`src/iosf_map.vh`:
```
// Purpose: Byte codes, offsets and field positions of the input sample framer
// Assumes: Included by the framer and its FIFO only
// Notes:   Definitions only
`ifndef IOSF_MAP_VH
`define IOSF_MAP_VH

// ----------------------------------------------------------------------------
// Frame codes
// ----------------------------------------------------------------------------
`define IOSF_START_DELIM 8'h7E
`define IOSF_TYPE_SAMPLE 8'h92
`define IOSF_TYPE_EXPLICIT 8'h91
`define IOSF_CSUM_BASE 8'hFF

// ----------------------------------------------------------------------------
// Byte offsets inside a frame
// ----------------------------------------------------------------------------
`define IOSF_OFS_LEN_HI 6'h01
`define IOSF_OFS_LEN_LO 6'h02
`define IOSF_OFS_TYPE 6'h03
`define IOSF_OFS_IEEE 6'h04
`define IOSF_OFS_NWK 6'h0C
`define IOSF_OFS_SMP_OPTS 6'h0E
`define IOSF_OFS_SMP_COUNT 6'h0F
`define IOSF_OFS_DMASK 6'h10
`define IOSF_OFS_AMASK 6'h12
`define IOSF_OFS_DSAMPLES 6'h13
`define IOSF_OFS_SRC_EP 6'h0E
`define IOSF_OFS_DST_EP 6'h0F
`define IOSF_OFS_CLUSTER 6'h10
`define IOSF_OFS_PROFILE 6'h12
`define IOSF_OFS_EXP_OPTS 6'h14
`define IOSF_OFS_EXP_DATA 6'h15

// ----------------------------------------------------------------------------
// Length bases: bytes from frame type through last fixed field
// ----------------------------------------------------------------------------
`define IOSF_SMP_LEN_BASE 16'h0010
`define IOSF_EXP_LEN_BASE 16'h0012
`define IOSF_DSAMPLE_LEN 16'h0002

// ----------------------------------------------------------------------------
// Field layouts
// ----------------------------------------------------------------------------
`define IOSF_OPT_ACKED 8'h01
`define IOSF_OPT_BCAST 8'h02
`define IOSF_DMASK_VALID 16'h7FFF
`define IOSF_AMASK_SUPPLY_BIT 7
`define IOSF_AO_EXPLICIT_BIT 0
`define IOSF_TAIL_LAST_SLOT 3'h5
`define IOSF_FIFO_WIDTH 8
`define IOSF_FIFO_DEPTH 16

`endif

```
`src/iosf_fifo.v`:
```
// Purpose: Byte FIFO between the framer and the serial port
// Assumes: One clock, asynchronous active-low reset
// Notes:   Depth must be a power of two
`timescale 1ns/1ps
`include "iosf_map.vh"

module iosf_fifo #(
  parameter WIDTH = `IOSF_FIFO_WIDTH,
  parameter DEPTH = `IOSF_FIFO_DEPTH,
  parameter AW = 4
) (
  input wire mclk,
  input wire rstn,
  input wire in_valid,
  output wire in_ready,
  input wire [WIDTH-1:0] in_data,
  output wire out_valid,
  input wire out_ready,
  output wire [WIDTH-1:0] out_data
);

  reg [WIDTH-1:0] mem_q [0:DEPTH-1];
  reg [AW-1:0] wr_ptr_q;
  reg [AW-1:0] rd_ptr_q;
  reg [AW:0] count_q;
  wire push;
  wire pop;

  // Honest full and empty from the fill count
  assign in_ready = (count_q != DEPTH[AW:0]);
  assign out_valid = (count_q != {(AW+1){1'b0}});
  assign out_data = mem_q[rd_ptr_q];
  assign push = in_valid & in_ready;
  assign pop = out_valid & out_ready;

  // Storage, no reset needed on data
  always @(posedge mclk) begin
    if (push) begin
      mem_q[wr_ptr_q] <= in_data;
    end
  end

  // Pointers and fill count
  always @(posedge mclk or negedge rstn) begin
    if (!rstn) begin
      wr_ptr_q <= {AW{1'b0}};
      rd_ptr_q <= {AW{1'b0}};
      count_q <= {(AW+1){1'b0}};
    end else begin
      if (push) begin
        wr_ptr_q <= wr_ptr_q + 1'b1;
      end
      if (pop) begin
        rd_ptr_q <= rd_ptr_q + 1'b1;
      end
      if (push && !pop) begin
        count_q <= count_q + 1'b1;
      end else if (pop && !push) begin
        count_q <= count_q - 1'b1;
      end
    end
  end

endmodule // iosf_fifo

```
`src/iosf_framer.v`:
```
// Purpose: Builds sample and explicit receive frames for the serial host port
// Assumes: Request, payload and config inputs come from logic on mclk
// Notes:   Output bytes pass a 16-byte FIFO; the host stalls it with ser_ready
// Function
// - Every frame starts with the one-byte start delimiter at offset 0.
// - Offsets 1-2 hold length of bytes between length field and checksum.
// - Sample frames use frame type 0x92 at offset 3.
// - Sample frames go out only in API mode; dropped otherwise.
// - Sender IEEE address at offsets 4-11, network address at 12-13.
// - Receive options byte at 14: 0x01 acknowledged, 0x02 broadcast, combinable.
// - Offset 15 carries the count of sample sets, normally one.
// - Digital mask at 16 flags lines 0-14; bit 15 always zero.
// - Analog mask at 18: inputs 0-3 in bits 0-3, supply in bit 7.
// - Digital samples word at 19 only when digital mask is nonzero.
// - Digital samples share mask bit positions; unsampled lines read zero.
// - One 16-bit result per enabled analog input, input 0 first.
// - Last byte is 0xFF minus low byte of sum from offset 3 on.
// - Explicit frame payload passes as received, little-endian; header big-endian.
// - Explicit frame 0x91: endpoints 14,15, cluster 16, profile 18, options 20.
`timescale 1ns/1ps
`include "iosf_map.vh"

module iosf_framer #(
  parameter FIFO_DEPTH = `IOSF_FIFO_DEPTH,
  parameter FIFO_AW = 4
) (
  input wire mclk,
  input wire rstn,
  input wire api_mode,
  input wire [7:0] api_output_option,
  input wire supply_monitor_en,
  input wire smp_valid,
  output wire smp_ready,
  input wire [7:0] smp_count,
  input wire [15:0] smp_dmask,
  input wire [3:0] smp_amask,
  input wire [15:0] smp_dsamples,
  input wire [63:0] smp_analog,
  input wire [15:0] smp_supply,
  input wire exp_valid,
  output wire exp_ready,
  input wire [7:0] exp_src_ep,
  input wire [7:0] exp_dst_ep,
  input wire [15:0] exp_cluster,
  input wire [15:0] exp_profile,
  input wire [15:0] exp_data_len,
  input wire [63:0] src_ieee_addr,
  input wire [15:0] src_nwk_addr,
  input wire src_acked,
  input wire src_bcast,
  input wire pl_valid,
  output wire pl_ready,
  input wire [7:0] pl_data,
  output wire ser_valid,
  input wire ser_ready,
  output wire [7:0] ser_data,
  output wire busy,
  output wire drop_pulse
);

  // --------------------------------------------------------------------------
  // States
  // --------------------------------------------------------------------------
  localparam [4:0] ST_IDLE = 5'h01;
  localparam [4:0] ST_HEAD = 5'h02;
  localparam [4:0] ST_TAIL = 5'h04;
  localparam [4:0] ST_PAYL = 5'h08;
  localparam [4:0] ST_CSUM = 5'h10;

  reg [4:0] state_q;
  reg [4:0] state_d;
  reg [5:0] idx_q;
  reg [2:0] slot_q;
  reg half_q;
  reg [15:0] left_q;
  reg [7:0] sum_q;
  reg drop_q;
  reg kind_exp_q;
  reg [15:0] len_q;
  reg [63:0] ieee_q;
  reg [15:0] nwk_q;
  reg [7:0] opts_q;
  reg [7:0] cnt_q;
  reg [15:0] dmask_q;
  reg [7:0] amask_q;
  reg [15:0] dsmp_q;
  reg [79:0] ana_q;
  reg [7:0] sep_q;
  reg [7:0] dep_q;
  reg [15:0] clus_q;
  reg [15:0] prof_q;

  reg [7:0] byte_d;
  reg [15:0] word_d;
  reg present_d;
  reg push_d;
  reg [5:0] head_last_d;
  reg [2:0] ana_n_d;
  reg [15:0] len_d;

  wire fifo_in_ready;
  wire idle;
  wire take_smp;
  wire take_exp;
  wire [15:0] dmask_clean;
  wire [7:0] amask_full;
  wire [7:0] opts_in;

  assign idle = state_q[0];
  assign smp_ready = idle;
  assign exp_ready = idle & ~smp_valid;
  assign take_smp = idle & smp_valid;
  assign take_exp = idle & exp_valid & ~smp_valid;
  assign busy = ~idle;
  assign drop_pulse = drop_q;
  assign pl_ready = state_q[3] & fifo_in_ready & (left_q != 16'h0000);

  // Incoming field shaping
  assign dmask_clean = smp_dmask & `IOSF_DMASK_VALID;
  assign amask_full = {supply_monitor_en, 3'h0, smp_amask};
  assign opts_in = (src_acked ? `IOSF_OPT_ACKED : 8'h00) | (src_bcast ? `IOSF_OPT_BCAST : 8'h00);

  // --------------------------------------------------------------------------
  // Length of the request being taken
  // --------------------------------------------------------------------------
  always @* begin
    ana_n_d = {2'b00, amask_full[0]} + {2'b00, amask_full[1]} + {2'b00, amask_full[2]}
            + {2'b00, amask_full[3]} + {2'b00, amask_full[`IOSF_AMASK_SUPPLY_BIT]};
    // Count each field that will really be sent
    if (smp_valid) begin
      len_d = `IOSF_SMP_LEN_BASE + {11'h000, ana_n_d, 2'b00} / 16'h0002
            + ((dmask_clean != 16'h0000) ? `IOSF_DSAMPLE_LEN : 16'h0000);
    end else begin
      len_d = `IOSF_EXP_LEN_BASE + exp_data_len;
    end
  end

  // --------------------------------------------------------------------------
  // Byte selection
  // --------------------------------------------------------------------------
  always @* begin
    head_last_d = kind_exp_q ? `IOSF_OFS_EXP_OPTS : `IOSF_OFS_AMASK;
    // Tail slots: 0 digital word, 1-4 analog inputs 0-3, 5 supply
    case (slot_q)
      3'h0: begin
        present_d = (dmask_q != 16'h0000);
        word_d = dsmp_q & dmask_q;
      end
      3'h1: begin
        present_d = amask_q[0];
        word_d = ana_q[15:0];
      end
      3'h2: begin
        present_d = amask_q[1];
        word_d = ana_q[31:16];
      end
      3'h3: begin
        present_d = amask_q[2];
        word_d = ana_q[47:32];
      end
      3'h4: begin
        present_d = amask_q[3];
        word_d = ana_q[63:48];
      end
      3'h5: begin
        present_d = amask_q[`IOSF_AMASK_SUPPLY_BIT];
        word_d = ana_q[79:64];
      end
      default: begin
        present_d = 1'b0;
        word_d = 16'h0000;
      end
    endcase
    byte_d = 8'h00;
    push_d = 1'b0;
    case (state_q)
      ST_HEAD: begin
        push_d = 1'b1;
        if (idx_q == 6'h00) begin
          byte_d = `IOSF_START_DELIM;
        end else if (idx_q == `IOSF_OFS_LEN_HI) begin
          byte_d = len_q[15:8];
        end else if (idx_q == `IOSF_OFS_LEN_LO) begin
          byte_d = len_q[7:0];
        end else if (idx_q == `IOSF_OFS_TYPE) begin
          byte_d = kind_exp_q ? `IOSF_TYPE_EXPLICIT : `IOSF_TYPE_SAMPLE;
        end else if (idx_q < `IOSF_OFS_NWK) begin
          // Big-endian IEEE address, most significant byte first
          byte_d = ieee_q[8'h3F - {idx_q[2:0] - 3'h4, 3'b000} -: 8];
        end else if (idx_q == `IOSF_OFS_NWK) begin
          byte_d = nwk_q[15:8];
        end else if (idx_q == `IOSF_OFS_NWK + 6'h01) begin
          byte_d = nwk_q[7:0];
        end else if (kind_exp_q) begin
          // Explicit header fields, big-endian
          case (idx_q)
            `IOSF_OFS_SRC_EP: byte_d = sep_q;
            `IOSF_OFS_DST_EP: byte_d = dep_q;
            `IOSF_OFS_CLUSTER: byte_d = clus_q[15:8];
            `IOSF_OFS_CLUSTER + 6'h01: byte_d = clus_q[7:0];
            `IOSF_OFS_PROFILE: byte_d = prof_q[15:8];
            `IOSF_OFS_PROFILE + 6'h01: byte_d = prof_q[7:0];
            `IOSF_OFS_EXP_OPTS: byte_d = opts_q;
            default: byte_d = 8'h00;
          endcase
        end else begin
          case (idx_q)
            `IOSF_OFS_SMP_OPTS: byte_d = opts_q;
            `IOSF_OFS_SMP_COUNT: byte_d = cnt_q;
            `IOSF_OFS_DMASK: byte_d = dmask_q[15:8];
            `IOSF_OFS_DMASK + 6'h01: byte_d = dmask_q[7:0];
            `IOSF_OFS_AMASK: byte_d = amask_q;
            default: byte_d = 8'h00;
          endcase
        end
      end
      ST_TAIL: begin
        push_d = present_d;
        byte_d = half_q ? word_d[7:0] : word_d[15:8];
      end
      ST_PAYL: begin
        // Payload bytes pass in arrival order, so little-endian fields stay so
        push_d = pl_valid & (left_q != 16'h0000);
        byte_d = pl_data;
      end
      ST_CSUM: begin
        push_d = 1'b1;
        byte_d = `IOSF_CSUM_BASE - sum_q;
      end
      default: begin
        push_d = 1'b0;
        byte_d = 8'h00;
      end
    endcase
  end

  // --------------------------------------------------------------------------
  // Next state
  // --------------------------------------------------------------------------
  always @* begin
    state_d = state_q;
    case (state_q)
      ST_IDLE: begin
        // Sample frames need API mode, explicit ones need the option bit
        if (take_smp && api_mode) begin
          state_d = ST_HEAD;
        end else if (take_exp && api_mode && api_output_option[`IOSF_AO_EXPLICIT_BIT]) begin
          state_d = ST_HEAD;
        end
      end
      ST_HEAD: begin
        if (fifo_in_ready && idx_q == head_last_d) begin
          state_d = kind_exp_q ? ST_PAYL : ST_TAIL;
        end
      end
      ST_TAIL: begin
        if (slot_q == `IOSF_TAIL_LAST_SLOT && (!present_d || (half_q && fifo_in_ready))) begin
          state_d = ST_CSUM;
        end
      end
      ST_PAYL: begin
        if (left_q == 16'h0000) begin
          state_d = ST_CSUM;
        end
      end
      ST_CSUM: begin
        if (fifo_in_ready) begin
          state_d = ST_IDLE;
        end
      end
      default: begin
        state_d = ST_IDLE;
      end
    endcase
  end

  // --------------------------------------------------------------------------
  // Sequencer and checksum
  // --------------------------------------------------------------------------
  always @(posedge mclk or negedge rstn) begin
    if (!rstn) begin
      state_q <= ST_IDLE;
      idx_q <= 6'h00;
      slot_q <= 3'h0;
      half_q <= 1'b0;
      left_q <= 16'h0000;
      sum_q <= 8'h00;
      drop_q <= 1'b0;
    end else begin
      state_q <= state_d;
      drop_q <= (take_smp & ~api_mode)
              | (take_exp & ~(api_mode & api_output_option[`IOSF_AO_EXPLICIT_BIT]));
      if (idle) begin
        idx_q <= 6'h00;
        slot_q <= 3'h0;
        half_q <= 1'b0;
        sum_q <= 8'h00;
        left_q <= exp_data_len;
      end else begin
        // Sum runs from the frame type byte onward
        if (push_d && fifo_in_ready && !state_q[4] && !(state_q[1] && idx_q < `IOSF_OFS_TYPE)) begin
          sum_q <= sum_q + byte_d;
        end
        if (state_q[1] && fifo_in_ready) begin
          idx_q <= idx_q + 6'h01;
        end
        // Absent slots are skipped without a byte
        if (state_q[2]) begin
          if (!present_d) begin
            slot_q <= slot_q + 3'h1;
          end else if (fifo_in_ready) begin
            half_q <= ~half_q;
            if (half_q) begin
              slot_q <= slot_q + 3'h1;
            end
          end
        end
        if (state_q[3] && pl_valid && pl_ready) begin
          left_q <= left_q - 16'h0001;
        end
      end
    end
  end

  // --------------------------------------------------------------------------
  // Request capture
  // --------------------------------------------------------------------------
  always @(posedge mclk or negedge rstn) begin
    if (!rstn) begin
      kind_exp_q <= 1'b0;
      len_q <= 16'h0000;
      ieee_q <= 64'h0000000000000000;
      nwk_q <= 16'h0000;
      opts_q <= 8'h00;
      cnt_q <= 8'h00;
      dmask_q <= 16'h0000;
      amask_q <= 8'h00;
      dsmp_q <= 16'h0000;
      ana_q <= 80'h00000000000000000000;
      sep_q <= 8'h00;
      dep_q <= 8'h00;
      clus_q <= 16'h0000;
      prof_q <= 16'h0000;
    end else if (take_smp || take_exp) begin
      kind_exp_q <= take_exp;
      len_q <= len_d;
      ieee_q <= src_ieee_addr;
      nwk_q <= src_nwk_addr;
      opts_q <= opts_in;
      cnt_q <= smp_count;
      dmask_q <= dmask_clean;
      amask_q <= amask_full;
      dsmp_q <= smp_dsamples;
      ana_q <= {smp_supply, smp_analog};
      sep_q <= exp_src_ep;
      dep_q <= exp_dst_ep;
      clus_q <= exp_cluster;
      prof_q <= exp_profile;
    end
  end

  // --------------------------------------------------------------------------
  // Output FIFO
  // --------------------------------------------------------------------------
  iosf_fifo #(
    .WIDTH(`IOSF_FIFO_WIDTH),
    .DEPTH(FIFO_DEPTH),
    .AW(FIFO_AW)
  ) u_fifo (
    .mclk(mclk),
    .rstn(rstn),
    .in_valid(push_d),
    .in_ready(fifo_in_ready),
    .in_data(byte_d),
    .out_valid(ser_valid),
    .out_ready(ser_ready),
    .out_data(ser_data)
  );

endmodule // iosf_framer

```
`config.mk`:
```
export PLATFORM = sky130hd
export DESIGN_NAME = iosf_framer
export DESIGN_NICKNAME = d
export VERILOG_FILES = /design/src/iosf_fifo.v /design/src/iosf_framer.v
export VERILOG_INCLUDE_DIRS = /design/src /design/src/src
export SDC_FILE = /design/constraint.sdc
export NUM_CORES = 1
export LEC_CHECK = 0
export BUFFER_PORTS_ARGS = -buffer_cell sky130_fd_sc_hd__buf_2
export CORE_UTILIZATION = 38
export DETAILED_ROUTE_END_ITERATION = 6
export GPL_ROUTABILITY_DRIVEN = 0
export HOLD_SLACK_MARGIN = 0.08
export PLACE_DENSITY = 0.56
export SLEW_MARGIN = 20
export SYNTH_ARGS = -nofsm -noshare
export SYNTH_HDL_FRONTEND = slang
export SYNTH_SLANG_ARGS = --single-unit
```
`constraint.sdc`:
```
create_clock -name mclk -period 7.8 [get_ports mclk]
set_input_delay 0 -clock mclk [delete_from_list [all_inputs] [get_ports mclk]]
set_output_delay 0 -clock mclk [all_outputs]
set_load 0.005 [all_outputs]
```
**Word level (Yosys, flattened, before mapping)**

Memories as Yosys holds them, arrays and structs flattened.
Cells that the tools add are included.

- Output and inout bits: 14
- Register bits after elaboration: 330
- Memories kept: 1
- Memory bits (writable): 128

Memory list:

| memory | depth | width | rd ports | clocked after Yosys merged registers in | wr ports | RTL line | text |
|---|---|---|---|---|---|---|---|
| u_fifo.mem_q | 16 | 8 | 1 | 0 | 1 | iosf_fifo.v:22 | `reg [WIDTH-1:0] mem_q [0:DEPTH-1];` |

- Eq/ne operators: 31
- Reduce and logical (&&, ||, !) cells: 40
- $add $sub $neg: 18
- $lt $le $gt $ge: 2
- Bitwise logic cells: 20
- Muxes and demuxes: 48
- Shifts and indexed selects: 1

Operators with widths:

| kind | number |
|---|---|
| one-hot mux 16 bit (6 select lines) | 1 |
| two-way mux 8 bit | 11 |
| variable part select 71 x 9 -> 8 bit | 1 |
| one-hot mux 8 bit (7 select lines) | 1 |
| two-way mux 16 bit | 3 |
| nonzero test 16 bit | 3 |
| two-way mux 5 bit | 8 |
| one-hot mux 8 bit (5 select lines) | 1 |
| one-hot mux 8 bit (4 select lines) | 1 |
| equality test 6 x 5 -> 1 bit, second input constant | 5 |
| one-hot mux 5 bit (5 select lines) | 1 |
| equality test 6 x 4 -> 1 bit, second input constant | 4 |
| two-way mux 3 bit | 6 |
| adder 5 x 16 -> 16 bit, first input constant | 1 |
| bitwise AND 16 x 15 -> 16 bit | 1 |
| logical NOT 16 bit | 1 |
| subtractor 16 x 1 -> 16 bit, second input constant | 1 |
| logical AND 1 bit | 15 |
| nonzero test 2 bit | 7 |
| bitwise AND 1 bit | 12 |
| equality test 6 x 2 -> 1 bit, second input constant | 2 |
| two-way mux 6 bit | 2 |
| adder 4 x 1 -> 4 bit, second input constant | 2 |
| adder 8 bit | 1 |
| other kinds (44) | 69 |

**Longest topological paths before layout**

Gate-level depths: netlist (run 1).

- Depth after elaboration: 14
- Depth in mapped cells: 22

**Hierarchy**

From an unflattened synthesis (run 1), not the netlist that was laid out.

- Cell total of the unflattened synthesis: 2,150
- Area, all modules: 21,319.2 µm²

By module, submodules not included:

| module | cells each | area an instance (µm²) | instances |
|---|---|---|---|
| iosf_framer | 1,832 | 15,498.6 | 1 |
| iosf_fifo | 318 | 5,820.6 | 1 |

**Least setup slack after synthesis (run 1)**

No wires, ideal clock.

- Kind: register -> register
- Start point: register idx_q[0]
- End point: register sum_q[7]
- Setup slack: 2.847 ns
- Arrival time: 4.868 ns
- Period minus slack after synthesis: 4.953 ns
- Cell stages (with the launch flop): 21
- Data required time: 7.714 ns
- Cell sequence: dfrtp_1 > buf_6 > buf_2 > inv_1 > ha_1 > clkbuf_1 > nor2_1 > o31a_1 > o221ai_1 > nand2_1 > o221ai_1 > a31oi_1 > o31ai_1 > ha_1 > a21o_1 > a211o_1 > o211ai_1 > a21oi_1 > nor4b_2 > o21ai_1 > a32oi_1

- Cells in the longest elaborated chain, start to end: 14
- Elaborated cells between the ends (all ways): 36
- Classes of those cells: 3 x add/sub; 2 x order compare; 12 x eq/ne; 1 x shift; 13 x mux; 5 x reduce/logical

Ends and longest elaborated chain:

| what | RTL line | text |
|---|---|---|
| start, declared | iosf_framer.v:72 | `reg [5:0] idx_q;` |
| start signal, assigned | iosf_framer.v:305 | `idx_q <= idx_q + 6'h01;` |
| branches (longest 9 deep; another with subtractor 6 x 6 -> 7 bit) | - |  |
| two-way mux 8 bit * | iosf_framer.v:179 | `if (idx_q == 6'h00) begin` |
| one-hot mux 8 bit (4 select lines) * | iosf_framer.v:176 | `case (state_q)` |
| net byte_d[1] | iosf_framer.v:93 | `reg [7:0] byte_d;` |
| adder 8 bit * | iosf_framer.v:302 | `sum_q <= sum_q + byte_d;` |
| two-way mux 8 bit * | iosf_framer.v:301 | `` if (push_d && fifo_in_ready && !state_q[4] && !(state_q[1] && idx_q < `IOSF_OFS_TYPE)) begin `` |
| two-way mux 8 bit * | iosf_framer.v:293 | `if (idle) begin` |
| end signal, assigned | iosf_framer.v:302 |  |
| end, declared | iosf_framer.v:76 | `reg [7:0] sum_q;` |

Mark *: on every way through the listed nets, which the timed path passes. The select of a mux whose other input is x is not followed.
A chain may end at the register's enable or synchronous reset.

**Worst setup path in the final report (run 1)**

Ends and elaborated chain as after synthesis.

==> impl_metrics.ini, run 1 <==
[min_path]
hold_class = in2reg

[global_routing]
grt_max_degree = 183
antenna_found_initial = 5
grt_usage_pct = 23.8
grt_pass1_wl_um = 104000
grt_pass1_vias = 18400
grt-ovfl-total = 0

[finish]
fillers = 5015
final_cell_area_um2 = 28200
instances_no_fill = 3452
nets = 2984
fin_util_pct = 51.1
area_growth_pct = 32.8
post_route_cells_drive_above_1_share_pct = 18.2

[sta]
fin_crit_sh_pct = 70.7
final.min_clock_period_ns = 5.52
rsz0062_at_grt = no
setup_viol = 0
fmax_mhz = 181
setup-tns-final_ns = 0
hold_ws_ns = 0.127
finClkSkew_ns = 0.0195
worst_pin_slew_ns = 1.12
maxSlewHeadroom_pct = 24.6
maxSlewViolCount = 0
hold_violations = 0
setup_ws_ns = 2.28

[synth]
async_reset_ff_share_pct = 71.6
synthesis.nets = 2440
synth.most_common_cell = nand2_1
synth_cell_type_count = 81
syn_avg_cell_area_um2 = 10.0
synth_top_cell_by_area = dfrtp_1
synth_edf_count = 128
synth_common_cells = 879 x nand2_1, 322 x dfrtp_1, 128 x edfxtp_1, 100 x clkbuf_1, 71 x nor2_1
synth-warning-count = 0
seq_area_frac_synth_pct = 56.2
synth_top_cells_by_area = dfrtp_1 38%, edfxtp_1 18%, nand2_1 16%
synth-main-ff-cell = dfrtp_1
synth_seq_cells = 451
synth_top_cell_area_share_pct = 38.0
synthCells = 2112
synthesis.area_um2 = 21200

[die]
io_pins = 308
die-area_um2 = 56800
rows = 86
die_w_um = 238
core_area_um2 = 55100
die_h_um = 238
start_util_pct = 38.5

[detailed_routing]
drc = 0
num_vias = 17900
routedWlPerCell_um = 19.4
wirelength_um = 66900
first_pass_iters = 7
antenna_left = 0
routed_via_density = 5.19
drt_iter0_drc = 1259

[critical_path]
cp.required_ns = 8.30
crit_path_top_delay_cell = o21ai_1
end_kind = flip-flop
worstSetupPathType = reg2reg
cp_top_family = compound AO/OA/AOI/OAI gates
worstSetupStartpointType = flip-flop
crit_chain = buf_4, inv_1, ha_1, buf_4, nor2_1, o31a_1, o221ai_1, nand2_1, o221ai_1, a221oi_1, o21ai_1, ha_1, or3_1, o21ai_0, a21oi_1, nor4b_2, o21ai_1, a32oi_1
critical-path-max-stage-delay_ns = 0.91
crit_arrival_ns = 6.01
worstPathMaxFanout = 19
path_buf_inv = 3

[clock_network]
numClockSinks = 451
cts_buffers = 51
cts_resized = 0
clk_pin_slew_ns = 0.06
clockRootBuffer = clkbuf_16
clk_latency_ns = 0.59
clockBufferDepth = 3
htreeDepth = 2
cts_tree = built

[run]
maxCapViolations = 0

[run_status]
status = finished clean

[placement]
io_buffers = 298
place_inst = 3057
detailed_place_hpwl_um = 44400
place_ws_ns = 2.43
placed_area_um2 = 23400

[power_and_ir_drop]
power_density_nw_per_um2 = 340
p_leak_nw = 12.7
power_mw = 9.57
irDropWorstVdd_mv = 0.170
[worst min-delay path, delay by kind of cell]
family / cells / cell delay [ns]
buf+inv: 2 / 0.60
simple gates: 2 / 0.08
[state kept, by name, summed over array words and instances, names as in the netlist, 4 cells and up]
signal / count
idx_q: 6
len_q: 16
left_q: 16
sep_q: 8
ana_q: 80
cnt_q: 8
sum_q: 8
ieee_q: 64
dmask_q: 15
clus_q: 16
u_fifo.rd_ptr_q: 4
dep_q: 8
amask_q: 5
u_fifo.mem_q: 128
prof_q: 16
u_fifo.wr_ptr_q: 4
nwk_q: 16
state_q: 5
dsmp_q: 15
u_fifo.count_q: 5
[cell usage in the layout (no fill, tap or decap), types with 6 or more instances in the layout]
master         instances
nand4_1               14
a22oi_1               13
inv_1                 26
a31oi_1                9
a21o_1                 7
nor4_1                13
edfxtp_1             128
nor2_1                70
mux2_2                16
diode_2                6
a222oi_1               8
a221o_1                6
nand3_1               16
buf_4                 24
and2_1                 7
nor3_1                27
buf_2                297
mux2i_1               11
and3_1                14
a221oi_1              21
clkbuf_1              14
o221ai_1               8
a21oi_1               45
dfrtp_1              319
bufinv_16              7
o21ai_0               63
clkbuf_16             52
o22ai_1                9
xnor2_1               28
ha_1                  29
o211ai_1               7
nand2_1              879
mux4_2                47
mux4_1                 8
nand2b_1               8
dlygate4sd3_1        292
xor2_1                23
a211oi_1              12
clkbuf_8              11
[area by class of cell]
type	count	area, um2	share of cell area [%]
multi-input cells	1506	8680	30.8
flip-flops and latches	451	11900	42.4
inverters	26	97.6	0.347
clock buffers	77	1510	5.35
repair buffers	620	4710	16.7
well taps	748	936	3.32
diodes	6	15.0	0.0533
clock inverters	18	283	1.00
[repair_timing]
item / 4_1_cts / 5_1_grt
hold endpoints to repair: 445 / 0
buffers inserted: 0 / 0
hold buffers: 293 / 0
[layer usage]
layer  vias up  global-route usage [%]  routed length (um)
li1       8348                       -                   -
met1      8807                    31.1               28500
met2       593                    39.3               32300
met3       178                    3.17                3100
met4         0                    10.9                3000
met5         -                       0                   0
[cell families (layout without fill, tap and decap cells)]
kind of cell | after synthesis | count (layout) | share of synthesized area, %
simple gates | 1080 | 1080 | 20.7
flops | 451 | 451 | 56.2
compound gates | 258 | 258 | 8.28
buf+inv | 155 | 741 | 3.01
mux | 83 | 83 | 7.47
xor+xnor | 51 | 51 | 2.11
fa+ha+maj | 34 | 34 | 2.18
other cells | 0 | 6 | 0
[path summary, 6_finish.rpt]
path | start | endpoint | slack [ns] | cells after the start
max | idx_q[0]$_DFFE_PN0P_ | sum_q[7]$_DFFE_PN0P_ | 2.28 | 18
min | exp_cluster[10] | clus_q[10]$_DFFE_PN0P_ | 0.13 | 4
max reg2reg | idx_q[0]$_DFFE_PN0P_ | sum_q[7]$_DFFE_PN0P_ | 2.28 | 18
min reg2reg | ieee_q[23]$_DFFE_PN0P_ | ieee_q[23]$_DFFE_PN0P_ | 0.46 | 2
max in group asynchronous | rstn | slot_q[2]$_DFFE_PN0P_ | 6.47 | 4
min in group asynchronous | rstn | ana_q[59]$_DFFE_PN0P_ | 0.60 | 4
[power breakdown]
| group | switching, mW | total, mW | internal [mW] |
|---|---|---|---|
| registers | 0.662 | 4.03 | 3.37 |
| logic | 1.73 | 3.00 | 1.27 |
| clock network | 0.974 | 2.54 | 1.56 |
(Power assumes the default switching activity.)
==> run 2, diff against run 1 <==
==> constraint.sdc (replaced) <==
create_clock -name mclk -period 5.4 [get_ports mclk]
set_input_delay 0 -clock mclk [delete_from_list [all_inputs] [get_ports mclk]]
set_output_delay 0 -clock mclk [all_outputs]
set_load 0.005 [all_outputs]
==> impl_metrics.ini, run 2 (synthesis results as in run 1) <==
[clock_network]
clockRootBuffer = clkbuf_16
cts_tree = built
post_cts_buffers = 0
htreeDepth = 2
clockBufferDepth = 3
clk_pin_slew_ns = 0.06
cts_buffers = 50
cts_resized = 0
clk_latency_ns = 0.59
numClockSinks = 451
ctsHoldBuffers = 285

[power_and_ir_drop]
irDropWorstVdd_mv = 0.316
p_leak_nw = 12.6
power_mw = 13.6
power_density_nw_per_um2 = 486

[critical_path]
r2r-start = idx_q[5]$_DFFE_PN0P_
worstPathMaxFanout = 17
r2r_slack_ns = 0.62
reg2reg_to = sum_q[7]$_DFFE_PN0P_
end_kind = flip-flop
worstSetupStartpointType = flip-flop
reg2reg_depth = 16
cp.required_ns = 5.90
worstSetupPathType = reg2reg
crit_arrival_ns = 5.28

[detailed_routing]
num_vias = 17900
wirelength_um = 67600
antenna_left = 0
drc = 0
drt_iter0_drc = 1360
routed_via_density = 5.20
first_pass_iters = 5
routedWlPerCell_um = 19.6

[finish]
post_route_cells_drive_above_1_share_pct = 18.1
nets = 2985
final_cell_area_um2 = 27900
final_common_cell = nand2_1
fillers = 5010
area_growth_pct = 31.8
most-common-layout-cells = 879 x nand2_1, 319 x dfrtp_1, 297 x buf_2
largest_reg_flops = 128
fin_util_pct = 50.7
regMostFlops = u_fifo.mem_q
top_regs = u_fifo.mem_q: 128 flops, ana_q: 80 flops, ieee_q: 64 flops

[die]
die_h_um = 238
io_pins = 308
die-area_um2 = 56800
die_w_um = 238
core_area_um2 = 55100
start_util_pct = 38.5
rows = 86

[sta]
setup_viol = 0
setup-tns-final_ns = 0
final.min_clock_period_ns = 4.78
hold_violations = 0
finClkSkew_ns = 0.0164
fin_crit_sh_pct = 88.5
maxSlewViolCount = 0
maxSlewHeadroom_pct = 24.1
fmax_mhz = 209
worst_pin_slew_ns = 1.12
rsz0062_at_grt = no
setup_ws_ns = 0.622

[global_routing]
grt_max_degree = 213
grt_pass1_vias = 18400
grt_usage_pct = 24.0
antenna_found_initial = 6
grt_pass1_wl_um = 105000
grt-ovfl-total = 0

[placement]
placed_area_um2 = 23500
detailed_place_hpwl_um = 45100
io_buffers = 298
place_ws_ns = 0.810

[min_path]
hold_depth = 4
min_from = src_ieee_addr[56]
min_to = ieee_q[56]$_DFFE_PN0P_
hold_class = in2reg

[run]
maxCapViolations = 0

[run_status]
status = finished clean
[run 2: cell count changes in the layout (fill, tap and decap cells not counted), sizes merged]
| cell | previous run | this run |
|---|---|---|
| clkinv | 7 | 16 |
| buf | 328 | 336 |
| clkbuf | 77 | 69 |
| dlygate4sd3 | 292 | 286 |
| bufinv | 7 | 4 |
| inv | 29 | 27 |
| clkinvlp | 1 | 2 |
[run 2: final cells by class]
class                   count  area [um2]  share of cell area, %
repair buffers            622        4720                   16.9
clock buffers              69        1360                   4.88
well taps                 748         936                   3.35
multi-input cells        1506        8670                   31.0
inverters                  26        97.6                  0.349
diodes                      6        15.0                 0.0537
clock inverters            23         220                  0.788
flip-flops and latches    451       11900                   42.7
[run 2: worst max-delay path by stage]
stage	from	end	slack (ns)	cells after the start
6_report	idx_q[5]$_DFFE_PN0P_	sum_q[7]$_DFFE_PN0P_	0.62	16
5_1_grt	idx_q[1]$_DFFE_PN0P_	sum_q[6]$_DFFE_PN0P_	0.43	19
4_1_cts	idx_q[3]$_DFFE_PN0P_	sum_q[7]$_DFFE_PN0P_	0.79	16
3_5_place_dp	idx_q[5]$_DFFE_PN0P_	sum_q[7]$_DFFE_PN0P_	0.81	16
3_3_place_gp	idx_q[5]$_DFFE_PN0P_	sum_q[7]$_DFFE_PN0P_	0.92	16
2_1_floorplan	idx_q[0]$_DFFE_PN0P_	sum_q[7]$_DFFE_PN0P_	0.45	20
[run 2: per-layer routing]
layer / wire length [um] / track usage (%) / up-vias
li1: - / - / 8347
met5: 0 / 0 / -
met2: 32500 / 39.4 / 604
met1: 28800 / 31.3 / 8812
met3: 3180 / 3.34 / 186
met4: 3160 / 11.7 / 0
[run 2: report_power, final]
part,switching [mW],internal [mW]
clock,1.40,1.95
sequential,0.927,4.86
combinational,2.58,1.86
[run 2: stage by stage]
step	hold WS (ns)	cells
after floorplan	-0.296	2112
after global placement	0.181	3066
after detailed placement	0.189	3066
after CTS	0.0980	3443
after global routing	0.130	3451
final	0.134	3451
[run 2: worst max-delay path, cell delays in order (launching register included)]
cell,delay (ns)
dfrtp_1,0.58
nor4bb_1,0.11
buf_4,0.19
and2_0,0.37
buf_4,0.27
a221oi_1,0.60
o221ai_1,0.19
a221oi_1,0.55
o21ai_0,0.15
buf_4,0.22
ha_1,0.34
a211o_1,0.27
o211ai_1,0.14
a21oi_1,0.17
nor4b_2,0.23
o21ai_1,0.11
a32oi_1,0.20
